`src/hw/cgl_pkg.sv`:
```
// Shared constants, modes and carriers for the glue logic cells.
// Assumes a single clock domain and a classic Wishbone register bus.
package cgl_pkg;

    // Register bus geometry
    localparam int CGL_ADR_W = 8;
    localparam int CGL_DAT_W = 32;
    localparam int CGL_SEL_W = 4;

    // Register byte offsets
    localparam logic [7:0] CGL_CTRL_OFS = 8'h00;
    localparam logic [7:0] CGL_VEC_A_OFS = 8'h04;
    localparam logic [7:0] CGL_VEC_B_OFS = 8'h08;
    localparam logic [7:0] CGL_VEC_RES_OFS = 8'h0c;
    localparam logic [7:0] CGL_RED_IN_OFS = 8'h10;
    localparam logic [7:0] CGL_RED_RES_OFS = 8'h14;
    localparam logic [7:0] CGL_CONST_OFS = 8'h18;
    localparam logic [7:0] CGL_CAT_RES_OFS = 8'h1c;
    localparam logic [7:0] CGL_SLICE_IN_OFS = 8'h20;
    localparam logic [7:0] CGL_SLICE_RES_OFS = 8'h24;

    // Values after reset
    localparam logic [31:0] CGL_DATA_RST = 32'h0000_0000;
    localparam logic [4:0] CGL_CTRL_RST = 5'h00;

    // Default cell shapes
    localparam int CGL_VEC_COUNT_DEF = 4;
    localparam int CGL_VEC_MIN = 1;
    localparam int CGL_RED_COUNT_DEF = 8;
    localparam int CGL_RED_MIN = 2;
    localparam int CGL_CONST_WIDTH_DEF = 1;
    localparam logic [31:0] CGL_CONST_VALUE_DEF = 32'h0000_0001;
    localparam int CGL_CAT_MAX_PORTS = 4;
    localparam int CGL_CAT_PORTS_DEF = 2;
    localparam int CGL_CAT_W_DEF = 8;
    localparam int CGL_SLICE_IN_W_DEF = 8;
    localparam int CGL_SLICE_HI_DEF = 7;
    localparam int CGL_SLICE_LO_DEF = 0;

    typedef enum logic [1:0] {
        CGL_VEC_AND = 2'b00,
        CGL_VEC_OR = 2'b01,
        CGL_VEC_XOR = 2'b10,
        CGL_VEC_NOT = 2'b11
    } cgl_vec_mode_e;

    typedef enum logic [1:0] {
        CGL_RED_AND = 2'b00,
        CGL_RED_OR = 2'b01,
        CGL_RED_XOR = 2'b10
    } cgl_red_mode_e;

    // Control register layout, bit 4 down to bit 0
    typedef struct packed {
        logic src_pins;
        cgl_red_mode_e red_mode;
        cgl_vec_mode_e vec_mode;
    } cgl_ctrl_s;

    // Byte-lane merge of a bus write into a stored word
    function automatic logic [31:0] cgl_merge(input logic [31:0] old_v,
                                             input logic [31:0] new_v,
                                             input logic [3:0] sel);
        logic [31:0] res;
        res = old_v;
        for (int i = 0; i < 4; i++) begin
            if (sel[i]) begin
                res[i*8 +: 8] = new_v[i*8 +: 8];
            end
        end
        return res;
    endfunction : cgl_merge

endpackage : cgl_pkg

```
`src/hw/cgl_glue_top.sv`:
```
// Glue logic cells behind a Wishbone register slave.
// Assumes a single clock, synchronous inputs and a classic Wishbone master.
//
// Added by the designer: the address map and the Wishbone interface to the registers.
`timescale 1ns/100ps
module cgl_glue_top
    import cgl_pkg::*;
#(
    parameter int VEC_COUNT = CGL_VEC_COUNT_DEF,
    parameter int RED_COUNT = CGL_RED_COUNT_DEF,
    parameter int CONST_WIDTH = CGL_CONST_WIDTH_DEF,
    parameter logic [31:0] CONST_VALUE = CGL_CONST_VALUE_DEF,
    parameter int CAT_PORTS = CGL_CAT_PORTS_DEF,
    parameter int CAT_W0 = CGL_CAT_W_DEF,
    parameter int CAT_W1 = CGL_CAT_W_DEF,
    parameter int CAT_W2 = CGL_CAT_W_DEF,
    parameter int CAT_W3 = CGL_CAT_W_DEF,
    parameter int SLICE_INPUT_WIDTH = CGL_SLICE_IN_W_DEF,
    parameter int SLICE_HIGH_BIT = CGL_SLICE_HI_DEF,
    parameter int SLICE_LOW_BIT = CGL_SLICE_LO_DEF,
    localparam int CAT_TOTAL = CAT_W0 + ((CAT_PORTS > 1) ? CAT_W1 : 0)
                               + ((CAT_PORTS > 2) ? CAT_W2 : 0)
                               + ((CAT_PORTS > 3) ? CAT_W3 : 0),
    localparam int SLICE_OUTPUT_WIDTH = SLICE_HIGH_BIT - SLICE_LOW_BIT + 1
) (
    input wire logic ref_clk_in,
    input wire logic resetn_in,
    input wire logic wb_cyc_in,
    input wire logic wb_stb_in,
    input wire logic wb_we_in,
    input wire logic [CGL_ADR_W-1:0] wb_adr_in,
    input wire logic [CGL_SEL_W-1:0] wb_sel_in,
    input wire logic [CGL_DAT_W-1:0] wb_dat_in,
    output logic [CGL_DAT_W-1:0] wb_dat_out,
    output logic wb_ack_out,
    input wire logic [VEC_COUNT-1:0] vec_a_in,
    input wire logic [VEC_COUNT-1:0] vec_b_in,
    input wire logic [RED_COUNT-1:0] red_bits_in,
    input wire logic [CAT_W0-1:0] cat_src0_in,
    input wire logic [CAT_W1-1:0] cat_src1_in,
    input wire logic [CAT_W2-1:0] cat_src2_in,
    input wire logic [CAT_W3-1:0] cat_src3_in,
    input wire logic [SLICE_INPUT_WIDTH-1:0] slice_bus_in,
    output logic [VEC_COUNT-1:0] vec_result_out,
    output logic red_result_out,
    output logic [CONST_WIDTH-1:0] constant_output,
    output logic [CAT_TOTAL-1:0] cat_bus_out,
    output logic [SLICE_OUTPUT_WIDTH-1:0] slice_out
);

    // Build-time checks; readback limits every cell to one bus word
    if (VEC_COUNT > CGL_DAT_W || RED_COUNT > CGL_DAT_W) begin : g_bad_width
        $error("vector or reduction cell wider than a bus word");
    end
    if (CONST_WIDTH < 1 || CONST_WIDTH > CGL_DAT_W) begin : g_bad_const
        $error("constant width out of range");
    end
    if (CAT_PORTS < 1 || CAT_PORTS > CGL_CAT_MAX_PORTS || CAT_TOTAL > CGL_DAT_W)
    begin : g_bad_cat
        $error("concat port count or total width out of range");
    end
    if (SLICE_LOW_BIT < 0 || SLICE_HIGH_BIT < SLICE_LOW_BIT
        || SLICE_HIGH_BIT >= SLICE_INPUT_WIDTH || SLICE_INPUT_WIDTH > CGL_DAT_W)
    begin : g_bad_slice
        $error("slice bounds lie outside the input bus");
    end

    // Register storage
    cgl_ctrl_s ctrl_q;
    logic [31:0] vec_a_q;
    logic [31:0] vec_b_q;
    logic [31:0] red_in_q;
    logic [31:0] slice_in_q;
    logic ack_q;
    logic [31:0] dat_q;

    // Bus decode
    wire bus_req = wb_cyc_in && wb_stb_in;
    wire bus_wr = bus_req && wb_we_in && ack_q;
    wire wr_ctrl = bus_wr && (wb_adr_in == CGL_CTRL_OFS);
    wire wr_vec_a = bus_wr && (wb_adr_in == CGL_VEC_A_OFS);
    wire wr_vec_b = bus_wr && (wb_adr_in == CGL_VEC_B_OFS);
    wire wr_red = bus_wr && (wb_adr_in == CGL_RED_IN_OFS);
    wire wr_slice = bus_wr && (wb_adr_in == CGL_SLICE_IN_OFS);

    // Control write; an illegal reduction code keeps the old mode
    wire [31:0] ctrl_merged = cgl_merge({27'h0, ctrl_q}, wb_dat_in, wb_sel_in);
    wire [1:0] red_code_new = ctrl_merged[3:2];
    wire cgl_red_mode_e red_mode_new = (red_code_new == 2'b11) ? ctrl_q.red_mode
                                     : cgl_red_mode_e'(red_code_new);
    wire cgl_ctrl_s ctrl_d = '{src_pins: ctrl_merged[4],
                              red_mode: red_mode_new,
                              vec_mode: cgl_vec_mode_e'(ctrl_merged[1:0])};

    // Operand selection: pins from neighbouring logic, or registers
    wire [VEC_COUNT-1:0] op_a = ctrl_q.src_pins ? vec_a_in : vec_a_q[VEC_COUNT-1:0];
    wire [VEC_COUNT-1:0] op_b = ctrl_q.src_pins ? vec_b_in : vec_b_q[VEC_COUNT-1:0];
    wire [RED_COUNT-1:0] red_src = ctrl_q.src_pins ? red_bits_in
                                                   : red_in_q[RED_COUNT-1:0];
    wire [SLICE_INPUT_WIDTH-1:0] slice_src = ctrl_q.src_pins ? slice_bus_in
                                           : slice_in_q[SLICE_INPUT_WIDTH-1:0];

    // Cell outputs before the output flops
    logic [VEC_COUNT-1:0] vec_d;
    logic red_d;
    logic [CAT_TOTAL-1:0] cat_d;

    cgl_vector_logic #(
        .ELEMENT_COUNT(VEC_COUNT)
    ) u_vec (
        .mode_in(ctrl_q.vec_mode),
        .vec_a_in(op_a),
        .vec_b_in(op_b),
        .vec_out(vec_d)
    );

    cgl_reduce_logic #(
        .ELEMENT_COUNT(RED_COUNT)
    ) u_red (
        .mode_in(ctrl_q.red_mode),
        .bits_in(red_src),
        .result_out(red_d)
    );

    // Concatenation, first source in the lowest bits
    if (CAT_PORTS == 1) begin : g_cat1
        assign cat_d = cat_src0_in;
    end else if (CAT_PORTS == 2) begin : g_cat2
        assign cat_d = {cat_src1_in, cat_src0_in};
    end else if (CAT_PORTS == 3) begin : g_cat3
        assign cat_d = {cat_src2_in, cat_src1_in, cat_src0_in};
    end else begin : g_cat4
        assign cat_d = {cat_src3_in, cat_src2_in, cat_src1_in, cat_src0_in};
    end

    // Slice range; its width follows from the bounds alone
    wire [SLICE_OUTPUT_WIDTH-1:0] slice_pick = slice_src[SLICE_HIGH_BIT:SLICE_LOW_BIT];
    wire [CONST_WIDTH-1:0] const_val = CONST_VALUE[CONST_WIDTH-1:0];

    // Register writes land on the edge that the master sees ack
    always_ff @(posedge ref_clk_in) begin
        if (!resetn_in) begin
            ctrl_q <= cgl_ctrl_s'(CGL_CTRL_RST);
            vec_a_q <= CGL_DATA_RST;
            vec_b_q <= CGL_DATA_RST;
            red_in_q <= CGL_DATA_RST;
            slice_in_q <= CGL_DATA_RST;
        end else begin
            if (wr_ctrl) ctrl_q <= ctrl_d;
            if (wr_vec_a) vec_a_q <= cgl_merge(vec_a_q, wb_dat_in, wb_sel_in);
            if (wr_vec_b) vec_b_q <= cgl_merge(vec_b_q, wb_dat_in, wb_sel_in);
            if (wr_red) red_in_q <= cgl_merge(red_in_q, wb_dat_in, wb_sel_in);
            if (wr_slice) slice_in_q <= cgl_merge(slice_in_q, wb_dat_in, wb_sel_in);
        end
    end

    // Readback mux; unmapped offsets answer with zero
    logic [31:0] rd_data;
    always_comb begin
        unique case (wb_adr_in)
            CGL_CTRL_OFS: rd_data = {27'h0, ctrl_q};
            CGL_VEC_A_OFS: rd_data = vec_a_q;
            CGL_VEC_B_OFS: rd_data = vec_b_q;
            CGL_VEC_RES_OFS: rd_data = 32'(vec_result_out);
            CGL_RED_IN_OFS: rd_data = red_in_q;
            CGL_RED_RES_OFS: rd_data = {31'h0, red_result_out};
            CGL_CONST_OFS: rd_data = 32'(constant_output);
            CGL_CAT_RES_OFS: rd_data = 32'(cat_bus_out);
            CGL_SLICE_IN_OFS: rd_data = slice_in_q;
            CGL_SLICE_RES_OFS: rd_data = 32'(slice_out);
            default: rd_data = 32'h0000_0000;
        endcase
    end

    // One wait state; ack drops the cycle after it was given
    always_ff @(posedge ref_clk_in) begin
        if (!resetn_in) begin
            ack_q <= 1'b0;
            dat_q <= CGL_DATA_RST;
        end else begin
            ack_q <= bus_req && !ack_q;
            dat_q <= (bus_req && !ack_q && !wb_we_in) ? rd_data : 32'h0000_0000;
        end
    end

    // Output flops; one cycle of latency buys clean timing to neighbours
    always_ff @(posedge ref_clk_in) begin
        if (!resetn_in) begin
            vec_result_out <= '0;
            red_result_out <= 1'b0;
            constant_output <= const_val;
            cat_bus_out <= '0;
            slice_out <= '0;
        end else begin
            vec_result_out <= vec_d;
            red_result_out <= red_d;
            constant_output <= const_val;
            cat_bus_out <= cat_d;
            slice_out <= slice_pick;
        end
    end

    assign wb_dat_out = dat_q;
    assign wb_ack_out = ack_q;
endmodule : cgl_glue_top

```
`src/hw/cgl_vector_logic.sv`:
```
// Bitwise vector logic cell: one gate per bit position.
// Assumes the mode input is stable for the whole cycle.
`timescale 1ns/100ps
module cgl_vector_logic
    import cgl_pkg::*;
#(
    parameter int ELEMENT_COUNT = CGL_VEC_COUNT_DEF
) (
    input wire cgl_vec_mode_e mode_in,
    input wire logic [ELEMENT_COUNT-1:0] vec_a_in,
    input wire logic [ELEMENT_COUNT-1:0] vec_b_in,
    output logic [ELEMENT_COUNT-1:0] vec_out
);

    // Any width of one or more is legal
    if (ELEMENT_COUNT < CGL_VEC_MIN) begin : g_bad_count
        $error("vector cell needs at least one element");
    end

    // Independent gate per bit; inversion ignores the second operand
    for (genvar i = 0; i < ELEMENT_COUNT; i++) begin : g_gate
        assign vec_out[i] = (mode_in == CGL_VEC_AND) ? (vec_a_in[i] & vec_b_in[i]) :
                            (mode_in == CGL_VEC_OR) ? (vec_a_in[i] | vec_b_in[i]) :
                            (mode_in == CGL_VEC_XOR) ? (vec_a_in[i] ^ vec_b_in[i]) :
                            ~vec_a_in[i];
    end

endmodule : cgl_vector_logic

```
`src/hw/cgl_reduce_logic.sv`:
```
// Reduction cell: one wide gate across all input bits.
// Assumes the mode input holds a legal code; others give zero.
`timescale 1ns/100ps
module cgl_reduce_logic
    import cgl_pkg::*;
#(
    parameter int ELEMENT_COUNT = CGL_RED_COUNT_DEF
) (
    input wire cgl_red_mode_e mode_in,
    input wire logic [ELEMENT_COUNT-1:0] bits_in,
    output logic result_out
);

    // A single input is no reduction, so refuse it
    if (ELEMENT_COUNT < CGL_RED_MIN) begin : g_bad_count
        $error("reduction cell needs at least two inputs");
    end

    // One gate, one output bit
    assign result_out = (mode_in == CGL_RED_AND) ? (&bits_in) :
                        (mode_in == CGL_RED_OR) ? (|bits_in) :
                        (mode_in == CGL_RED_XOR) ? (^bits_in) :
                        1'b0;

endmodule : cgl_reduce_logic

```
`config.mk`:
```
export PLATFORM = sky130hd
export DESIGN_NAME = cgl_glue_top
export DESIGN_NICKNAME = d
export VERILOG_FILES = /design/src/hw/cgl_pkg.sv /design/src/hw/cgl_glue_top.sv /design/src/hw/cgl_vector_logic.sv /design/src/hw/cgl_reduce_logic.sv
export SDC_FILE = /design/constraint.sdc
export NUM_CORES = 1
export LEC_CHECK = 0
export ABC_CLOCK_PERIOD_IN_PS = 2600
export BUFFER_PORTS_ARGS = -buffer_cell sky130_fd_sc_hd__buf_2
export CORE_ASPECT_RATIO = 2
export CORE_MARGIN = 2
export CORE_UTILIZATION = 55
export DETAILED_ROUTE_END_ITERATION = 6
export GPL_ROUTABILITY_DRIVEN = 0
export PLACE_DENSITY = 0.79
export SLEW_MARGIN = 20
export SYNTH_ARGS = -nofsm -noshare
export SYNTH_HDL_FRONTEND = slang
export SYNTH_SLANG_ARGS = --single-unit
```
`constraint.sdc`:
```
create_clock -name ref_clk_in -period 2.6 [get_ports ref_clk_in]
set_input_delay 0.39 -clock ref_clk_in [delete_from_list [all_inputs] [get_ports ref_clk_in]]
set_output_delay 0.39 -clock ref_clk_in [all_outputs]
set_load 0.005 [all_outputs]
```
Word level (Yosys, flattened, before mapping)
Index checks and enable logic that the tools add are counted.
{ "totals": {"reg_bits": 195, "input_bits": 105} }
{ "op_classes": {"n_bitwise": 17, "reduce_logical": 37, "n_eq_ne": 14, "n_mux": 21} }
{ "ops": {"columns": ["cell", "count"], "rows": [
  ["32-bit one-hot mux with 10 select lines", 1],
  ["2-bit AND reduction", 19],
  ["8-bit by 5-bit == test with 1-bit output, second input constant", 4],
  ["8-bit by 4-bit == test with 1-bit output, second input constant", 2],
  ["8-bit by 6-bit == test with 1-bit output, second input constant", 2],
  ["8-bit two-way mux", 2],
  ["1-bit two-way mux", 15],
  ["4-bit two-way mux", 3],
  ["1-bit logical AND", 10],
  ["8-bit by 3-bit == test with 1-bit output, second input constant", 1],
  ["8-bit zero test", 1],
  ["8-bit AND reduction", 1],
  ["8-bit OR reduction", 1],
  ["8-bit parity", 1],
  ["2-bit == test, second input constant", 3],
  ["1-bit inverter", 5],
  ["1-bit bitwise AND", 4],
  ["2-bit by 1-bit == test with 1-bit output, second input constant", 2],
  ["2-bit zero test", 2],
  ["1-bit OR", 4],
  ["1-bit XOR", 4],
  ["1-bit zero test", 2]
]} }

Depth between registers and ports, before layout
{ "logic_depth": {"ltp_word": 5, "depth_mapped": 9} }

Hierarchy
Synthesis repeated with hierarchy kept, for this count alone.
{ "unflattened": {"hier_cells": 809, "hier_area_um2": 8871.0} }
{ "by_module_without_submodules": {"columns": ["mod", "cells_per_inst", "instances", "area_per_inst_um2"], "rows": [
  ["cgl_glue_top", 759, 1, 8406.8],
  ["cgl_vector_logic", 24, 1, 250.2],
  ["cgl_reduce_logic", 26, 1, 214.0]
]} }

Least setup slack after synthesis
OpenSTA, ideal clock, no wires.
{ "synth_timing": {"path_kind": "register -> register", "startpoint": "register ctrl_q[4] (netlist name)", "endpoint": "register red_result_out", "synth_period_minus_slack_ps": 2313, "path_stages_with_launch": 9, "arrival_time_ps": 2193, "setup_ps": 120, "n_path_buf": 2, "path_slack_ps": 287, "path_cell_list": "dfxtp_1 > clkbuf_1 > clkbuf_1 > mux2i_1 > ha_1 > xnor2_1 > xnor2_1 > nor3b_1 > o31a_1"} }
{ "synth_between": {"elab_chain_cells": 5, "word_cells_on_any_way": 7, "cone_classes": "mux: 4; reduce/logical: 3"} }
{ "synth_rtl": {"columns": ["element", "line_no", "source"], "rows": [
  ["start: declaration", "cgl_glue_top.sv:69", "cgl_ctrl_s ctrl_q;"],
  ["start signal: assignment", "cgl_glue_top.sv:143", "ctrl_q <= cgl_ctrl_s'(CGL_CTRL_RST);"],
  ["start signal: assignment", "cgl_glue_top.sv:149", "if (wr_ctrl) ctrl_q <= ctrl_d;"],
  ["8-bit two-way mux (*)", "cgl_glue_top.sv:98", "wire [RED_COUNT-1:0] red_src = ctrl_q.src_pins ? red_bits_in"],
  ["8-bit parity", "cgl_reduce_logic.sv:22", "(mode_in == CGL_RED_XOR) ? (^bits_in) :"],
  ["1-bit two-way mux", "cgl_reduce_logic.sv:22", null],
  ["1-bit two-way mux", "cgl_reduce_logic.sv:21", "(mode_in == CGL_RED_OR) ? (|bits_in) :"],
  ["1-bit two-way mux (*)", "cgl_reduce_logic.sv:20", "assign result_out = (mode_in == CGL_RED_AND) ? (&bits_in) :"],
  ["end signal: assignment", "cgl_glue_top.sv:196", "red_result_out <= red_d;"],
  ["end: declaration", "cgl_glue_top.sv:45", "output logic red_result_out,"]
]} }
Mark *: on every way between the ends. The rest lies on a longest branch, timed or not.
A chain may end at the register's enable or synchronous reset.

Worst setup path in the final report
Ends and elaborated chain as after synthesis.

==> results.tsv <==
stage	metric	value	unit
pwr	clock_power_share	44.8	%
global_routing	gr-usage-all-layers	27.3	%
drt	drt-initial-drc-count	551	
pwr	power.share.switching	25.1	%
cts	clk_path_buf_depth	2	
final_layout	postLayoutCoreUtil	65.7	%
drt	drc_viols	4	
worst_setup_path	startpoint_type	register	
pwr	pwr-share-comb	5.1	%
logic_synthesis	post_synth_inst_count	847	
drt	antenna_violation_net_count_after_detailed_routing	0	
logic_synthesis	yosysSeqAreaShare	45.0	%
outcome	violated_checks	design-rule violations	
placement	numPortBuffers	150	
die	pin_count	168	
cts	cts_post_setup_buffers_inserted	0	
outcome	status	finished with violations	
logic_synthesis	ys_types	59	
global_routing	grt_overflow_total	0	
timing	layout_min_cycle_time	2.01	ns
timing	fmax	497	MHz
worst_setup_path	cp_data_arrival_time	2.34	ns
logic_synthesis	synth_edf_count	0	
logic_synthesis	yosys_most_used_dff	dfxtp_1	
final_layout	num-nets-final	1098	
final_layout	seqCellArea	3900	µm²
die	fp-row-count	65	
worst_setup_path	critical_path.max_stage_delay	0.34	ns
timing	worst_slack	0.588	ns
timing	layout_worst_path_cycle_share	77.4	%
cts	numClockSinks	195	
logic_synthesis	synthArstFlopShare	0	%
drt	post_drt_wl_per_cell	19.3	µm
timing	grt_setup_unrepaired	no	
worst_hold_path	hold_path.class	input port to register	
worst_setup_path	cp_cell_sequence	buf_4 > mux2i_1 > ha_1 > xnor2_1 > xnor2_1 > nor3b_1 > o31a_1	
drt	post_drt_via_cell_ratio	5.96	
drt	routed_wirelength	22900	µm
cts	clkSlewWorstSetupHoldPaths	0.08	ns
placement	post-dp-hpwl	15300	µm
drt	drt_pass_1_iters	7	
global_routing	first_pass_grt_wire_length	36300	µm
worst_setup_path	critical_path_required	2.93	ns
final_layout	stdcell_count	1192	
pwr	power.leakage	0.00514	µW
logic_synthesis	post_synthesis_xor_xnor_area_fraction	0.303	%
global_routing	antenna_violations_before_repair	2	
logic_synthesis	postSynthNetCount	968	
logic_synthesis	average_instance_area_after_synthesis	10.2	µm²
pwr	peakVddDrop	0.000477	V
job	maxCapViolCount	0	
timing	final_hold_viol_count	0	
logic_synthesis	synthAdderAreaFrac	2.31	%
global_routing	grt_max_degree	142	
die	start_util	55.5	%
cts	cts.hold.buffers_added	0	
timing	worst_hold_slack	0.145	ns
cts	clock_insertion_delay_worst_skew	0.44	ns
placement	numPlacedInstances	1159	
worst_setup_path	critical-path-top-cell-by-count	xnor2_1	
logic_synthesis	synth_top_family_by_area	multiplexers	
logic_synthesis	ffs_latches_synth	195	
pwr	total_switching_power	1510	µW
worst_setup_path	setup.worst_path.end_class	register	
die	die_height	182	µm
final_layout	multi_input_area	4410	µm²
final_layout	fillCellCount	1293	
final_layout	area.growth.synth_to_final	18.2	%
worst_setup_path	critical_path.max_fanout	12	
die	design.die.area	16800	µm²
timing	setup-tns-final	0	ns
logic_synthesis	synth-compound-area-share	11.0	%
cts	cts.root.buffer_cell	clkbuf_16	
drt	vias	7110	
logic_synthesis	synth.area.mux_share	19.9	%
timing	fin_worst_skew	0.0117	ns
timing	setup_viol_count_final	0	
timing	timing.max_slew.rel_slack	53.9	%
pwr	internal_power_component	4490	µW
logic_synthesis	synth-simple-area-share	17.1	%
pwr	power_frac_seq	50.1	%
pwr	power_density	586	nW/µm²
final_layout	final_layout_size_suffix_gt1_share	24.0	%
worst_setup_path	critPathSlowestCell	dfxtp_1	
cts	tritoncts_clock_tree	yes	
cts	cts_inserted_buffers	17	
placement	place_ws	0.343	ns
worst_setup_path	worstSetupPathType	register to register	
timing	worst_slew_pin_slew	0.686	ns
die	die_w	92.8	µm
global_routing	via_count_of_the_first_global_routing_pass	7117	
cts	cts_max_level	4	
logic_synthesis	syn-cell-area	8670	µm²
die	floorplan.core_area	15600	µm²
timing	slew_violations	0	
logic_synthesis	synth-warning-count	0	
cts	cts.repair.resized	0	
[cells in the mapped netlist (all sizes together), types with 16 or more instances]
cell	number	share of area [%]
mux2i	163	19
nor2	161	7.0
inv	21	0.91
dfxtp	195	45
clkbuf	36	1.6
a22oi	37	3.2
ha	16	2.3
nand4	19	3.9
a21oi	17	0.98
and2	23	1.7
buf	26	1.9
[state kept, by name, summed over array words and instances, names as in the netlist]
name / cells
slice_out: 8
red_result_out: 1
vec_result_out: 4
vec_a_q: 32
wb_ack_out: 1
vec_b_q: 32
wb_dat_out: 32
ctrl_q: 5
slice_in_q: 32
cat_bus_out: 16
red_in_q: 32
[cells by family (layout without fill, tap and decap cells)]
logic type               after synthesis  in the layout
AND/OR/NAND/NOR                      260            260
flip-flops                           195            195
multiplexers                         168            168
AO/OA/AOI/OAI                        121            121
buffers and inverters                 83            226
adder cells (fa/ha/maj)               16             16
XOR/XNOR                               3              3
other                                  1              2
[path summary, 6_finish.rpt]
path | startpoint | cells after the start | end | slack [ns]
setup reg to reg | ctrl_q[4]$_SDFFE_PN0P_ | 7 | red_result_out$_SDFF_PN0_ | 0.59
hold reg to reg | wb_ack_out$_SDFF_PN0_ | 1 | wb_ack_out$_SDFF_PN0_ | 0.46
hold / removal | cat_src1_in[1] | 2 | cat_bus_out[9]$_SDFF_PN0_ | 0.14
setup / recovery | ctrl_q[4]$_SDFFE_PN0P_ | 7 | red_result_out$_SDFF_PN0_ | 0.59
[worst max-delay path: cells and delay by family (launching register included)]
family / cells / cell delay (ns)
compound gates: 1 / 0.28
buf+inv: 1 / 0.24
xor+xnor: 2 / 0.34
mux: 1 / 0.33
fa+ha+maj: 1 / 0.30
simple gates: 1 / 0.07
flops: 1 / 0.34
[layout make-up]
type                            count  share of cell area [%]
Tap cell                          201                    2.45
Sequential cell                   195                    38.1
Inverter                           21                   0.781
Clock buffer                       17                    4.15
Clock inverter                     15                    1.79
Multi-Input combinational cell    569                    43.0
Timing Repair Buffer              173                    9.74
Antenna cell                        1                  0.0244
[power groups by stage]
| stage | clock network, µW | logic, µW | registers (µW) |
|---|---|---|---|
| after floorplan | 0 | 136 | 3080 |
| after global placement | 0 | 294 | 3080 |
| after detailed placement | 0 | 301 | 3080 |
| after CTS | 2720 | 303 | 3010 |
| after global routing | 2840 | 324 | 3010 |
| final | 2690 | 307 | 3010 |
[per-stage QoR]
stage / total power [µW] / area, µm²
global route: 6170 / 10300
CTS: 6030 / 10200
finish: 6000 / 10300
floorplan: 3210 / 8670
detailed placement: 3380 / 9640
global placement: 3370 / 9640
[placed cells by master (no fill, tap or decap), types with 8 or more instances in the layout]
cell	count
a21oi_1	17
a222oi_1	8
a22o_1	15
a22oi_1	37
a32o_1	10
and2_1	22
buf_2	150
buf_4	17
clkbuf_16	17
dfxtp_1	195
ha_1	16
inv_1	20
mux2i_1	163
nand2_1	15
nand4_4	13
nor2_1	161
nor2b_1	10
o22a_1	13
[layer usage]
layer / global-route usage [%] / share of wire, %
met5: 0 / 0
met1: 33.7 / 40
met2: 45.6 / 49
met3: 6.14 / 8.5
met4: 11.0 / 2.8
Note: power is estimated with default switching activity, not from simulation.
